File: config.mk
export PLATFORM = sky130hd
export DESIGN_NAME = rcc_calib_ctrl
export DESIGN_NICKNAME = d
export VERILOG_FILES = /design/src/hw/rcc_pkg.sv /design/src/hw/rcc_calib_ctrl.sv /design/src/hw/rcc_sync.sv /design/src/hw/rcc_tone_gen.sv
export SDC_FILE = /design/constraint.sdc
export NUM_CORES = 1
export LEC_CHECK = 0
export BUFFER_PORTS_ARGS = -buffer_cell sky130_fd_sc_hd__buf_2
export CAP_MARGIN = 20
export CORE_MARGIN = 2
export CORE_UTILIZATION = 40
export DETAILED_ROUTE_END_ITERATION = 16
export SYNTH_ARGS = -nofsm -noshare
export SYNTH_HDL_FRONTEND = slang
export SYNTH_SLANG_ARGS = --single-unit
File: constraint.sdc
create_clock -name clock -period 3.1 [get_ports clock]
set_input_delay 0.465 -clock clock [delete_from_list [all_inputs] [get_ports clock]]
set_output_delay 0.465 -clock clock [all_outputs]
set_load 0.005 [all_outputs]
File: src/hw/rcc_pkg.sv
`default_nettype none
// Shared constants for the calibration and pin control block.
package rcc_pkg;
  // Register bus geometry.
  localparam int unsigned ADDR_W = 3;
  localparam int unsigned DATA_W = 8;

  // Register addresses.
  localparam logic [2:0] ADDR_SECONDS = 3'h0;
  localparam logic [2:0] ADDR_MINUTES = 3'h1;
  localparam logic [2:0] ADDR_CENTURY = 3'h2;
  localparam logic [2:0] ADDR_CALIB   = 3'h7;

  // Field positions.
  localparam int unsigned HALT_BIT   = 7;  // Seconds register.
  localparam int unsigned FAIL_BIT   = 7;  // Minutes register.
  localparam int unsigned CENT_EN    = 7;  // Century/hours register.
  localparam int unsigned CENT_FLAG  = 6;  // Century/hours register.
  localparam int unsigned OUT_BIT    = 7;  // Calibration register.
  localparam int unsigned FTEST_BIT  = 6;  // Calibration register.
  localparam int unsigned SIGN_BIT   = 5;  // Calibration register.
  localparam int unsigned MAG_MSB    = 4;  // Calibration magnitude top.

  // Reset values after the first power application.
  localparam logic       HALT_RST = 1'b0;
  localparam logic       FAIL_RST = 1'b1;
  localparam logic       OUT_RST  = 1'b1;
  localparam logic       FT_RST   = 1'b0;
  localparam logic [5:0] CAL_RST  = 6'h00;

  // Divider chain counts, in oscillator cycles or stage periods.
  localparam int unsigned OSC_HZ      = 32768;
  localparam int unsigned TONE_HZ     = 512;
  localparam int unsigned TONE_HALF   = OSC_HZ / (2 * TONE_HZ);
  localparam int unsigned STAGE_DIV   = 256;
  localparam int unsigned NEG_STRETCH = 128;
  localparam int unsigned STAGES_SEC  = OSC_HZ / STAGE_DIV;
  localparam int unsigned SEC_PER_MIN = 60;
  localparam int unsigned CYCLE_MINS  = 64;

  localparam logic [8:0] STAGE_LAST     = 9'(STAGE_DIV - 1);
  localparam logic [8:0] STAGE_LAST_NEG = 9'(STAGE_DIV + NEG_STRETCH - 1);
  localparam logic [6:0] SEC_LAST       = 7'(STAGES_SEC - 1);
  localparam logic [6:0] SEC_LAST_POS   = 7'(STAGES_SEC - 2);
  localparam logic [5:0] MIN_LAST       = 6'(SEC_PER_MIN - 1);
  localparam logic [5:0] CYCLE_LAST     = 6'(CYCLE_MINS - 1);
  localparam logic [4:0] TONE_LAST      = 5'(TONE_HALF - 1);
endpackage : rcc_pkg
`default_nettype wire

File: src/hw/rcc_calib_ctrl.sv
// Contract
// - Calibrate at the divide-by-256 stage only.
// - Magnitude is low five calibration bits.
// - Bit five picks faster or slower correction.
// - 64-minute cycle, 62 eligible, 256/128 cycles.
// - Magnitude N corrects the first 2N minutes.
// - Test bit, oscillator running: 512 Hz tone.
// - Tone ignores the calibration value.
// - Test bit clears on main power loss.
// - Battery mode releases the pin high.
// - Test bit clear: pin follows level bit.
// - Century flag toggles at rollover when enabled.
// - Fail flag sets on halt or stopped oscillator.
// - Fail flag clears only by software write.
// - First power-up defaults for four control bits.
// - Later power-up clears only the test bit.
// - Halt bit is seconds register bit seven.
// - Halt stops divider; clearing restarts it.
// - Fail flag is minutes register bit seven.
`default_nettype none
module rcc_calib_ctrl
  import rcc_pkg::*;
(
  input  wire logic                      clock,
  input  wire logic                      rst,
  input  wire logic                      oscClkIn,
  input  wire logic                      mainPowerOk,
  input  wire logic                      oscStoppedIn,
  input  wire logic                      centuryRoll,
  input  wire logic                      regWrEn,
  input  wire logic [rcc_pkg::ADDR_W-1:0] regAddr,
  input  wire logic [rcc_pkg::DATA_W-1:0] regWrData,
  output logic      [rcc_pkg::DATA_W-1:0] regRdData,
  output logic                           secondPulse,
  output logic                           freqCheckPinOut,
  output logic                           freqCheckPinOe
);
  // Synchronised external levels.
  logic [2:0] syncIn;
  logic       oscSync;    // Oscillator as seen on the system clock.
  logic       pwrSync;    // Main power good.
  logic       stopSync;   // Oscillator detector reports no oscillation.

  rcc_sync #(.WIDTH(3)) u_sync (
    .clock   (clock),
    .rst     (rst),
    .asyncIn ({oscClkIn, mainPowerOk, oscStoppedIn}),
    .syncOut (syncIn)
  );
  assign oscSync  = syncIn[2];
  assign pwrSync  = syncIn[1];
  assign stopSync = syncIn[0];

  // Control and status bits.
  logic       oscPrev_ff;   // Previous synchronised oscillator level.
  logic       halt_ff;      // Oscillator halt bit.
  logic       fail_ff;      // Oscillator fail flag.
  logic       centEn_ff;    // Century toggle enable.
  logic       centFlag_ff;  // Century flag.
  logic [7:0] calib_ff;     // Calibration and pin control register.
  logic [7:0] rdData_ff;    // Registered read answer.
  logic       nxt_oscPrev;
  logic       nxt_halt;
  logic       nxt_fail;
  logic       nxt_centEn;
  logic       nxt_centFlag;
  logic [7:0] nxt_calib;
  logic [7:0] nxt_rdData;

  // Divider chain state.
  logic [8:0] prescale_ff;  // Oscillator cycles inside a stage period.
  logic [6:0] stage_ff;     // Stage periods inside a second.
  logic [5:0] secInMin_ff;  // Seconds inside a minute.
  logic [5:0] minCyc_ff;    // Minutes inside the correction cycle.
  logic       secPulse_ff;
  logic [8:0] nxt_prescale;
  logic [6:0] nxt_stage;
  logic [5:0] nxt_secInMin;
  logic [5:0] nxt_minCyc;
  logic       nxt_secPulse;

  // Pin state.
  logic       pinOe_ff;
  logic       pinOut_ff;
  logic       nxt_pinOe;
  logic       nxt_pinOut;

  // Decoded strobes.
  logic       oscTick;      // One oscillator cycle while running.
  logic       wrSec;
  logic       wrMin;
  logic       wrCent;
  logic       wrCal;
  logic       adjustNow;    // This second is a corrected one.
  logic       adjustPos;
  logic       adjustNeg;
  logic [8:0] stageLast;
  logic [6:0] secLast;
  logic       stageEnd;
  logic       secEnd;
  logic       toneLevel;

  assign wrSec  = regWrEn && (regAddr == ADDR_SECONDS);
  assign wrMin  = regWrEn && (regAddr == ADDR_MINUTES);
  assign wrCent = regWrEn && (regAddr == ADDR_CENTURY);
  assign wrCal  = regWrEn && (regAddr == ADDR_CALIB);

  // A halted oscillator produces no ticks at all.
  assign oscTick = oscSync && !oscPrev_ff && !halt_ff;

  // Tone takes raw ticks, so calibration never reaches it.
  rcc_tone_gen u_tone (
    .clock     (clock),
    .rst       (rst),
    .tick      (oscTick),
    .toneLevel (toneLevel)
  );

  // The first second of each eligible minute is corrected.
  always_comb begin
    adjustNow = (secInMin_ff == 6'h00) &&
                (minCyc_ff < {calib_ff[MAG_MSB:0], 1'b0});
    adjustPos = adjustNow && calib_ff[SIGN_BIT];
    adjustNeg = adjustNow && !calib_ff[SIGN_BIT];
    // Slower: the first stage period gains 128 cycles.
    stageLast = (adjustNeg && stage_ff == 7'h00) ? STAGE_LAST_NEG
                                                 : STAGE_LAST;
    // Faster: one whole 256-cycle stage period is dropped.
    secLast   = adjustPos ? SEC_LAST_POS : SEC_LAST;
    // Comparing with >= recovers if the limits move under a running count.
    stageEnd  = oscTick && (prescale_ff >= stageLast);
    secEnd    = stageEnd && (stage_ff >= secLast);
  end

  // Divider chain next values.
  always_comb begin
    nxt_prescale = prescale_ff;
    nxt_stage    = stage_ff;
    nxt_secInMin = secInMin_ff;
    nxt_minCyc   = minCyc_ff;
    nxt_secPulse = secEnd;
    if (oscTick) begin
      nxt_prescale = stageEnd ? 9'h000 : prescale_ff + 9'h001;
    end
    if (stageEnd) begin
      nxt_stage = secEnd ? 7'h00 : stage_ff + 7'h01;
    end
    if (secEnd) begin
      if (secInMin_ff >= MIN_LAST) begin
        nxt_secInMin = 6'h00;
        // Wraps from the last minute back to the cycle start.
        nxt_minCyc = (minCyc_ff == CYCLE_LAST) ? 6'h00
                                               : minCyc_ff + 6'h01;
      end else begin
        nxt_secInMin = secInMin_ff + 6'h01;
      end
    end
  end

  // Register file next values.
  always_comb begin
    nxt_oscPrev  = oscSync;
    nxt_halt     = halt_ff;
    nxt_fail     = fail_ff;
    nxt_centEn   = centEn_ff;
    nxt_centFlag = centFlag_ff;
    nxt_calib    = calib_ff;
    if (wrSec) begin
      nxt_halt = regWrData[HALT_BIT];
    end
    if (wrMin) begin
      nxt_fail = regWrData[FAIL_BIT];
    end
    // Any stop condition sets the flag and beats a clearing write.
    if (halt_ff || stopSync) begin
      nxt_fail = 1'b1;
    end
    if (wrCent) begin
      nxt_centEn   = regWrData[CENT_EN];
      nxt_centFlag = regWrData[CENT_FLAG];
    end
    if (centuryRoll && nxt_centEn) begin
      nxt_centFlag = ~nxt_centFlag;
    end
    if (wrCal) begin
      nxt_calib = regWrData;
    end
    // Losing main power clears the test bit, whatever is written.
    if (!pwrSync) begin
      nxt_calib[FTEST_BIT] = 1'b0;
    end
    // Read answer, one cycle after the address.
    if (regAddr == ADDR_SECONDS) begin
      nxt_rdData = {halt_ff, 7'h00};
    end else if (regAddr == ADDR_MINUTES) begin
      nxt_rdData = {fail_ff, 7'h00};
    end else if (regAddr == ADDR_CENTURY) begin
      nxt_rdData = {centEn_ff, centFlag_ff, 6'h00};
    end else if (regAddr == ADDR_CALIB) begin
      nxt_rdData = calib_ff;
    end else begin
      nxt_rdData = 8'h00;
    end
  end

  // Open-drain pin: the data line is always low, only the enable moves.
  always_comb begin
    nxt_pinOut = 1'b0;
    if (!pwrSync) begin
      nxt_pinOe = 1'b0;
    end else if (calib_ff[FTEST_BIT]) begin
      // A halted oscillator freezes the tone at its last level.
      nxt_pinOe = !toneLevel;
    end else begin
      nxt_pinOe = !calib_ff[OUT_BIT];
    end
  end

  // All state registers; reset stands for the first power application.
  always_ff @(posedge clock) begin
    if (rst) begin
      oscPrev_ff  <= 1'b0;
      halt_ff     <= HALT_RST;
      fail_ff     <= FAIL_RST;
      centEn_ff   <= 1'b0;
      centFlag_ff <= 1'b0;
      calib_ff    <= {OUT_RST, FT_RST, CAL_RST};
      rdData_ff   <= 8'h00;
      prescale_ff <= 9'h000;
      stage_ff    <= 7'h00;
      secInMin_ff <= 6'h00;
      minCyc_ff   <= 6'h00;
      secPulse_ff <= 1'b0;
      pinOe_ff    <= 1'b0;
      pinOut_ff   <= 1'b0;
    end else begin
      oscPrev_ff  <= nxt_oscPrev;
      halt_ff     <= nxt_halt;
      fail_ff     <= nxt_fail;
      centEn_ff   <= nxt_centEn;
      centFlag_ff <= nxt_centFlag;
      calib_ff    <= nxt_calib;
      rdData_ff   <= nxt_rdData;
      prescale_ff <= nxt_prescale;
      stage_ff    <= nxt_stage;
      secInMin_ff <= nxt_secInMin;
      minCyc_ff   <= nxt_minCyc;
      secPulse_ff <= nxt_secPulse;
      pinOe_ff    <= nxt_pinOe;
      pinOut_ff   <= nxt_pinOut;
    end
  end

  assign regRdData       = rdData_ff;
  assign secondPulse     = secPulse_ff;
  assign freqCheckPinOut = pinOut_ff;
  assign freqCheckPinOe  = pinOe_ff;
endmodule : rcc_calib_ctrl
`default_nettype wire

File: src/hw/rcc_sync.sv
`default_nettype none
// Two flip-flop synchroniser for levels from outside the clock domain.
module rcc_sync #(
  parameter int unsigned WIDTH = 1
) (
  input  wire logic             clock,
  input  wire logic             rst,
  input  wire logic [WIDTH-1:0] asyncIn,
  output logic      [WIDTH-1:0] syncOut
);
  logic [WIDTH-1:0] stage1_ff;  // Only the second stage reads this.
  logic [WIDTH-1:0] stage2_ff;  // Settled copy.
  logic [WIDTH-1:0] nxt_stage1;
  logic [WIDTH-1:0] nxt_stage2;

  // Next values are plain shifts.
  always_comb begin
    nxt_stage1 = asyncIn;
    nxt_stage2 = stage1_ff;
  end

  // Both stages clear under reset.
  always_ff @(posedge clock) begin
    if (rst) begin
      stage1_ff <= '0;
      stage2_ff <= '0;
    end else begin
      stage1_ff <= nxt_stage1;
      stage2_ff <= nxt_stage2;
    end
  end

  assign syncOut = stage2_ff;
endmodule : rcc_sync
`default_nettype wire

File: src/hw/rcc_tone_gen.sv
`default_nettype none
// Test tone divider, fed by raw oscillator ticks only.
module rcc_tone_gen
  import rcc_pkg::*;
(
  input  wire logic clock,
  input  wire logic rst,
  input  wire logic tick,
  output logic      toneLevel
);
  logic [4:0] count_ff;   // Oscillator cycles within a half period.
  logic       level_ff;   // Current tone level.
  logic [4:0] nxt_count;
  logic       nxt_level;

  // The level flips every half period of the test tone.
  always_comb begin
    nxt_count = count_ff;
    nxt_level = level_ff;
    if (tick) begin
      if (count_ff == TONE_LAST) begin
        nxt_count = 5'h0;
        nxt_level = ~level_ff;
      end else begin
        nxt_count = count_ff + 5'h1;
      end
    end
  end

  // Registered state.
  always_ff @(posedge clock) begin
    if (rst) begin
      count_ff <= 5'h0;
      level_ff <= 1'b0;
    end else begin
      count_ff <= nxt_count;
      level_ff <= nxt_level;
    end
  end

  assign toneLevel = level_ff;
endmodule : rcc_tone_gen
`default_nettype wire

==> results of run 1 <==
==> final timing paths <==
check / start / to / slack [ns] / depth (start not counted)
worst max-delay path: calib_ff[4] / minCyc_ff[5] / 0.16 / 11
worst min-delay path: oscClkIn / u_sync.nxt_stage2[2] / 0.33 / 2
worst max register to register: calib_ff[4] / minCyc_ff[5] / 0.16 / 11
worst min register to register: u_sync.syncOut[0] / fail_ff / 0.42 / 2
==> flip-flops by register name (all words and copies together) (netlist names) <==
name / flops
prescale_ff: 9
calib_ff: 8
regRdData: 8
stage_ff: 7
minCyc_ff: 6
secInMin_ff: 6
u_tone.count_ff: 5
u_sync.nxt_stage2: 3
u_sync.syncOut: 3
centEn_ff: 1
centFlag_ff: 1
fail_ff: 1
freqCheckPinOe: 1
halt_ff: 1
oscPrev_ff: 1
secondPulse: 1
u_tone.toneLevel: 1
==> area by class of cell <==
class | count | area [um2]
Fill cell | 666 | 3411
Multi-Input combinational cell | 244 | 1564
Sequential cell | 63 | 1262
Timing Repair Buffer | 41 | 244.0
Clock buffer | 11 | 141.4
Tap cell | 96 | 120.1
Clock inverter | 5 | 81.33
Inverter | 12 | 45.04
==> cell usage in the layout, fill, tap and decap left out, drive strengths merged, types with 2 or more instances in the layout <==
cell and n:
xnor2 6, mux2i 4, nand4 9, nor2 23, nor2b 8, clkinv 2, or4 3, a211oi 3
nand2b 3, clkbuf 11, inv 12, nor4b 2, o2111ai 2, and3 2, nand2 46, nor3 13
and4 2, buf 41, dfxtp 63, nand3 17, o2111a 2, or3 7, a21oi 33, and2 6
nand4b 2, o21ai 12, ha 15, bufinv 2, a21o 3, xor2 8, a31oi 3
==> critical path, stage by stage, from the launching register on <==
cell       delay, ns
dfxtp_2         0.32
inv_1           0.05
ha_2            0.18
or4b_4          0.49
nor3_4          0.17
o2111ai_2       0.12
ha_1            0.33
nand3_2         0.09
o31ai_4         0.23
nand4_2         0.19
or4_4           0.58
a21oi_2         0.13
==> cells by family (layout without fill, tap and decap cells) <==
kind of cell | after synthesis | count (layout) | share of synthesized area
simple gates | 147 | 147 | 0.2700
compound gates | 63 | 63 | 0.1341
flops | 63 | 63 | 0.4390
buf+inv | 24 | 69 | 0.03354
fa+ha+maj | 15 | 15 | 0.06533
xor+xnor | 14 | 14 | 0.04268
mux | 4 | 4 | 0.01394
other cells | 1 | 1 | 0.001305
==> where the power goes <==
part / total (uW) / internal [uW] / switching [uW] / leakage (uW)
Sequential: 825 / 819 / 5.97 / 0.000510
Combinational: 73.7 / 29.3 / 44.4 / 0.000711
Clock: 794 / 475 / 319 / 0.000110
Total: 1690 / 1320 / 370 / 0.00133
==> through the flow <==
stage               setup WS, ns  power [uW]  hold slack (ns)  setup TNS [ns]
floorplan                0.01746       890.8           0.3997               0
global placement      -0.0001348       914.4           0.4029      -0.0001348
detailed placement       -0.1114       915.9           0.4133         -0.5095
CTS                      0.01722        1716           0.3179               0
global route            0.003903        1759           0.3329               0
finish                    0.1588        1693           0.3313               0
==> per-layer routing <==
layer  part of all wire  GRT usage
met4              0.022    0.08402
met3              0.031    0.03358
met5                  0          0
met1               0.49     0.1921
met2               0.45     0.2605
==> what timing repair did <==
action	CTS	global route
endpoints found under the hold margin	0	0
gates resized for setup	7	5
endpoints found under the setup margin	9	8
hold buffers	0	0
pin swaps	6	5
==> impl_metrics.ini, run 1 <==
[clock_tree]
cts.path.max_buffers = 2
cts_num_sinks = 63
htree_levels = 3
post_cts_buffers = 0
cts_root_buf = clkbuf_8
tritoncts = built
cts_buffers = 9
clkLatencyLatePin_ns = 0.34
path_clk_slew_ns = 0.07

[hold_path]
hp-class = primary input to register

[yosys]
synth_top_area_share = 0.4390
yosys.area.top_type = dfxtp_1
syn_inst = 331
synth_async_sr_flop_share = 0
ys.warnings.count = 0
ys_ff_latch = 63
synthFlopType = dfxtp_1
syn_area_per_cell_um2 = 8.679
seq_area_frac_synth = 0.4390
ys_top_cells_by_count = dfxtp_1, nand2_1, a21oi_1
syn_nets = 364
synth_cell_types = 43
synth_edf_count = 0
synthTopCellsByArea = dfxtp_1, ha_1, nand2_1
synth_area_um2 = 2873
synth_most_common_cell = dfxtp_1

[worst_setup_path]
cp_data_required_time_ns = 3.36
criticalPathCategory = register to register
end_kind = register
cp_max_fo = 5
cp.arrival_ns = 3.20
start_kind = register

[floorplanning]
rows = 30
die_w_um = 88.75
coreArea_um2 = 6869
start_util = 0.4182
die_h_um = 88.75
die_area_um2 = 7876
ioPinCount = 29

[pwr]
p_per_area_nw_per_um2 = 489.6
max-vdd-ir-drop_uv = 226.4
power.leakage_uw = 0.001331

[placement]
io_buffers = 27
placed_area_um2 = 3182
place_inst = 456
hpwl_um = 3860
globalplace.congestion = 0.8594

[routing]
vias_per_cell = 4.951
postRouteWirelength_um = 5621
antenna_left = 0
vias = 2337
route.detailed.drc = 0
routedWlPerCell_um = 11.91
firstDrtPassIters = 5
drt_iter0_drc = 90

[layout]
insertedDiodeCount = 0
nNetsFinal = 404
fin_cells = 472
final_util = 0.5035
drive_above_1_share = 0.1915
stdcell_area_um2 = 3458
area_growth_pct = 20.38

[grt]
grt_usage = 0.1579
grt_pass1_vias = 2187
antenna_found_initial = 0
grt_max_degree = 45
grt_pass1_wl_um = 9611
grt_overflow = 0

[sta]
hold_violations = 0
finalSetupViolations = 0
finClkSkew_ns = 0.01325
tightest_slew_ns = 0.8434
slew_viol_final = 0
post-route-min-period_ns = 2.941
fmax_mhz = 340.0
min_period_over_period = 0.9488
rsz0062_at_grt = false
relSlewSlack = 0.4377

[outcome]
outcome = completed

[run]
drv_cap = 0
Note: power is estimated with default switching activity, not from simulation.
==> run 2, diff against run 1 <==
==> constraint.sdc (replaced) <==
create_clock -name clock -period 2.6 [get_ports clock]
set_input_delay 0.39 -clock clock [delete_from_list [all_inputs] [get_ports clock]]
set_output_delay 0.39 -clock clock [all_outputs]
set_load 0.005 [all_outputs]
==> impl_metrics.ini, run 2 (synthesized netlist as in run 1, its figures left out) <==
[routing]
antenna_left = 0
route.detailed.drc = 0
postRouteWirelength_um = 6475
vias_per_cell = 5.086
routedWlPerCell_um = 12.95
drt_iter0_drc = 76
vias = 2543
firstDrtPassIters = 4

[sta]
tightest_slew_ns = 0.5439
post-route-min-period_ns = 3.011
fmax_mhz = 332.1
hold_violations = 0
relSlewSlack = 0.6361
worst_slack_ns = -0.4113
fin_setup_tns_ns = -8.078
min_period_over_period = 1.158
rsz0062_at_grt = true
finalSetupViolations = 29
timing.hold.ws_ns = 0.2692
finClkSkew_ns = 0.01044
slew_viol_final = 0

[worst_setup_path]
crit_chain = inv_1 -> ha_1 -> a21o_1 -> a21o_1 -> a21oi_2 -> o2111ai_2 -> ha_4 -> nand3_4 -> o31ai_4 -> buf_6 -> nand4_1 -> or3_1 -> a21oi_1
cp.arrival_ns = 3.27
crit_family = compound AO/OA/AOI/OAI gates
cp_max_fo = 4
criticalPathCategory = register to register
r2r_slack_ns = -0.41
cp_data_required_time_ns = 2.86
crit_path_frequent_cell = a21o_1
end_kind = register
cpPeakStageDelay_ns = 0.40
start_kind = register
path_buf_inv = 2
slowest_stage = or3_1

[placement]
hpwl_um = 4086
globalplace.congestion = 0.7614
place_ws_ns = -0.4354
io_buffers = 27

[layout]
largest_reg_flops = 9
final_common_cell = dfxtp_1
fillCellCount = 623
insertedDiodeCount = 0
register_area_um2 = 1265
layout_common_cells = dfxtp_1, nand2_1, buf_4
nNetsFinal = 432
top_register = prescale_ff
multi_input_area_um2 = 1795
drive_above_1_share = 0.3168
area_growth_pct = 36.67

[clock_tree]
path_clk_slew_ns = 0.07
cts_num_sinks = 63
cts.path.max_buffers = 2
cts_buffers = 9
clkLatencyLatePin_ns = 0.33
cts_root_buf = clkbuf_8
tritoncts = built
htree_levels = 3
ctsHoldBuffers = 0

[pwr]
max-vdd-ir-drop_uv = 291.6
p_int_uw = 1591
netSwitchingFraction = 0.2167
power.leakage_uw = 0.001513
comb_power_share = 0.056
p_clk_frac = 0.460
seqPwrFrac = 0.484
netSwitchingPower_uw = 440.2
p_per_area_nw_per_um2 = 517.5

[grt]
grt_max_degree = 24
grt_overflow = 0
grt_pass1_vias = 2335
grt_pass1_wl_um = 10520
grt_usage = 0.1699
antenna_found_initial = 0

[floorplanning]
die_h_um = 88.75
rows = 30
die_w_um = 88.75
ioPinCount = 29
coreArea_um2 = 6869
die_area_um2 = 7876
start_util = 0.4182

[run]
drv_cap = 0

[hold_path]
hp-class = primary input to register

[outcome]
violations = negative setup slack
outcome = complete, but fails checks
run 2: cell count changes in the layout (fill, tap and decap cells not counted), sizes merged:
cell,delta
nand2,+1
buf,+26
nand4,+1
run 2: through the flow:
stage          cells  utilization  total power [uW]  instance area (um2)
2_1_floorplan    331            -              1062                 2904
3_5_place_dp     467       0.4787              1095                 3288
5_1_grt          500       0.5716              2131                 3926
6_report         500       0.5716              2032                 3926
4_1_cts          492       0.5310              2051                 3647
3_3_place_gp     467       0.4787              1094                 3288
run 2: final timing paths:
| check | startpoint | to | depth (start not counted) |
|---|---|---|---|
| max | calib_ff[1] | stage_ff[3] | 13 |
| min | mainPowerOk | u_sync.nxt_stage2[1] | 2 |
| max reg2reg | calib_ff[1] | stage_ff[3] | 13 |
| min reg2reg | u_sync.syncOut[0] | fail_ff | 2 |
run 2: power groups by stage:
stage | Combinational, uW | Sequential, uW | Clock (uW)
2_1_floorplan | 57.3 | 1000 | 0
3_3_place_gp | 88.6 | 1010 | 0
3_5_place_dp | 89.1 | 1010 | 0
4_1_cts | 97.7 | 984 | 970
5_1_grt | 126 | 985 | 1020
6_report | 114 | 984 | 934
run 2: routing by layer:
| layer | routed length, um | share of wire | up-vias | GRT usage |
|---|---|---|---|---|
| li1 | - | - | 1312 | - |
| met1 | 3014 | 0.47 | 1163 | 0.2173 |
| met2 | 3093 | 0.48 | 52 | 0.2761 |
| met3 | 229 | 0.035 | 16 | 0.03451 |
| met4 | 136 | 0.021 | 0 | 0.07576 |
| met5 | 0 | 0 | - | 0 |
run 2: layout make-up:
class	count	share of cell area
clock buffers	11	0.03601
clock inverters	5	0.02071
inverters	12	0.01147
multi-input cells	246	0.4573
flip-flops and latches	63	0.3222
well taps	96	0.03059
repair buffers	67	0.1217
run 2: worst register-to-register path, delay by kind of cell, from the launching register on:
family / cells / cell delay [ns]
AOI/OAI and AO/OA: 6 / 1.15
and+or+nand+nor: 3 / 0.62
DFF: 1 / 0.33
buffers and inverters: 2 / 0.21
adders and majority gates: 2 / 0.62
run 2: what timing repair did:
item | 4_1_cts | 5_1_grt
setup buffers | 9 | 7
endpoints found under the setup margin | 29 | 29
pin swaps | 10 | 24
gates cloned | 1 | 1
gates resized for setup | 16 | 47
==> run 3, diff against run 2 <==
--- a/config.mk
+++ b/config.mk
@@ -7,9 +7,11 @@
 export LEC_CHECK = 0
 export BUFFER_PORTS_ARGS = -buffer_cell sky130_fd_sc_hd__buf_2
 export CAP_MARGIN = 20
+export CORE_ASPECT_RATIO = 1.5
 export CORE_MARGIN = 2
 export CORE_UTILIZATION = 40
 export DETAILED_ROUTE_END_ITERATION = 16
+export GPL_ROUTABILITY_DRIVEN = 0
 export SYNTH_ARGS = -nofsm -noshare
 export SYNTH_HDL_FRONTEND = slang
 export SYNTH_SLANG_ARGS = --single-unit
==> impl_metrics.ini, run 3 (synthesized netlist as in run 1, its figures left out) <==
[routing]
vias = 2492
vias_per_cell = 5.235
postRouteWirelength_um = 6175
routedWlPerCell_um = 12.97
antenna_left = 0
route.detailed.drc = 0
drt_iter0_drc = 95
firstDrtPassIters = 4

[clock_tree]
cts.path.max_buffers = 2
cts_buffers = 9
tritoncts = built
cts_num_sinks = 63
clkLatencyLatePin_ns = 0.34
path_clk_slew_ns = 0.06
ctsHoldBuffers = 0
htree_levels = 3
cts_root_buf = clkbuf_8

[sta]
relSlewSlack = 0.6187
slew_viol_final = 0
fmax_mhz = 343.8
finalSetupViolations = 28
min_period_over_period = 1.119
tightest_slew_ns = 0.5640
hold_violations = 0
finClkSkew_ns = 0.008340
post-route-min-period_ns = 2.909
rsz0062_at_grt = true
worst_slack_ns = -0.3090

[worst_setup_path]
cp_data_required_time_ns = 2.87
start_kind = register
criticalPathCategory = register to register
cp_max_fo = 4
cp.arrival_ns = 3.18
end_kind = register

[floorplanning]
start_util = 0.4165
die_h_um = 107.8
die_w_um = 73.20
coreArea_um2 = 6898
die_area_um2 = 7890
ioPinCount = 29
rows = 37

[pwr]
netSwitchingPower_uw = 417.1
p_int_uw = 1480
power.leakage_uw = 0.001440
p_clk_frac = 0.426
seqPwrFrac = 0.519
comb_power_share = 0.055
max-vdd-ir-drop_uv = 236.9
netSwitchingFraction = 0.2199
p_per_area_nw_per_um2 = 509.7

[layout]
drive_above_1_share = 0.2814
multi_input_area_um2 = 1692
layout_common_cells = dfxtp_1, nand2_1, a21oi_1, buf_4, buf_2
final_common_cell = dfxtp_1
top_register = prescale_ff
largest_reg_flops = 9
nNetsFinal = 428
insertedDiodeCount = 0
final_util = 0.5395
register_area_um2 = 1265
fillCellCount = 637
area_growth_pct = 29.53

[grt]
antenna_found_initial = 0
grt_max_degree = 26
grt_usage = 0.1750
grt_pass1_vias = 2439
grt_overflow = 0
grt_pass1_wl_um = 10720

[run]
drv_cap = 0

[outcome]
violations = negative setup slack
outcome = complete, but fails checks

[placement]
place_ws_ns = -0.4449
io_buffers = 27
hpwl_um = 4328

[hold_path]
hp-class = primary input to register
## run 3: changes by cell type in the layout (fill, tap and decap cells not counted), moves of 2 or more
| cell | change |
|---|---|
| buf_4 | -2 |
| clkbuf_1 | +2 |
| ha_1 | +2 |
| ha_4 | -2 |
| nand3_2 | +2 |
| nand3_4 | -2 |
| o21ai_0 | +2 |
| o21ai_2 | -2 |
## run 3: path summary, 6_finish.rpt
kind	end	depth (start not counted)	from	slack, ns
max	minCyc_ff[2]	12	calib_ff[4]	-0.31
min	u_sync.nxt_stage2[1]	2	mainPowerOk	0.26
max reg2reg	minCyc_ff[2]	12	calib_ff[4]	-0.31
min reg2reg	fail_ff	2	u_sync.syncOut[0]	0.42
## run 3: final cells by class
class / instances / area share
Inverter: 12 / 0.01210
Timing Repair Buffer: 64 / 0.1190
Sequential cell: 63 / 0.3399
Clock buffer: 13 / 0.04001
Clock inverter: 1 / 0.008070
Tap cell: 78 / 0.02623
Multi-Input combinational cell: 245 / 0.4546
## run 3: power by group through the flow
stage	clock network [uW]	logic, uW	registers [uW]
after floorplan	0	57.3	1000
after global placement	0	89.0	1010
after detailed placement	0	90.3	1010
after CTS	836	100	985
after global routing	877	116	985
final	808	104	985
## run 3: stage by stage
stage,cell area [um2],instances,hold WS (ns),total power [uW],setup TNS [ns]
after floorplan,2904,331,0.3997,1062,-2.257
after global placement,3296,453,0.4045,1095,-5.895
after detailed placement,3296,453,0.4129,1097,-8.718
after CTS,3636,476,0.2445,1921,-6.375
after global routing,3721,476,0.2628,1978,-7.919
final,3721,476,0.2572,1897,-4.672
## run 3: layer usage
metal | routed length, um | GRT usage
met1 | 2609 | 0.1890
met2 | 3224 | 0.3031
met3 | 159 | 0.03933
met4 | 181 | 0.1032
met5 | 0 | 0
## run 3: critical path, stage by stage (launching register included)
cell and delay, ns:
dfxtp_2 0.33, inv_2 0.05, ha_4 0.15, or4b_4 0.49
nor3_4 0.16, o2111ai_2 0.13, ha_1 0.35, nand3_2 0.10
o31ai_4 0.30, nand4_4 0.16, buf_6 0.17, or3_1 0.35
a21oi_2 0.11
## run 3: what timing repair did
action | in CTS | in global routing
resized for setup | 25 | 22
endpoints found under the hold margin | 0 | 0
pin swaps | 16 | 17
endpoints found under the setup margin | 29 | 29
gates cloned | 1 | 0
setup buffers | 8 | 0
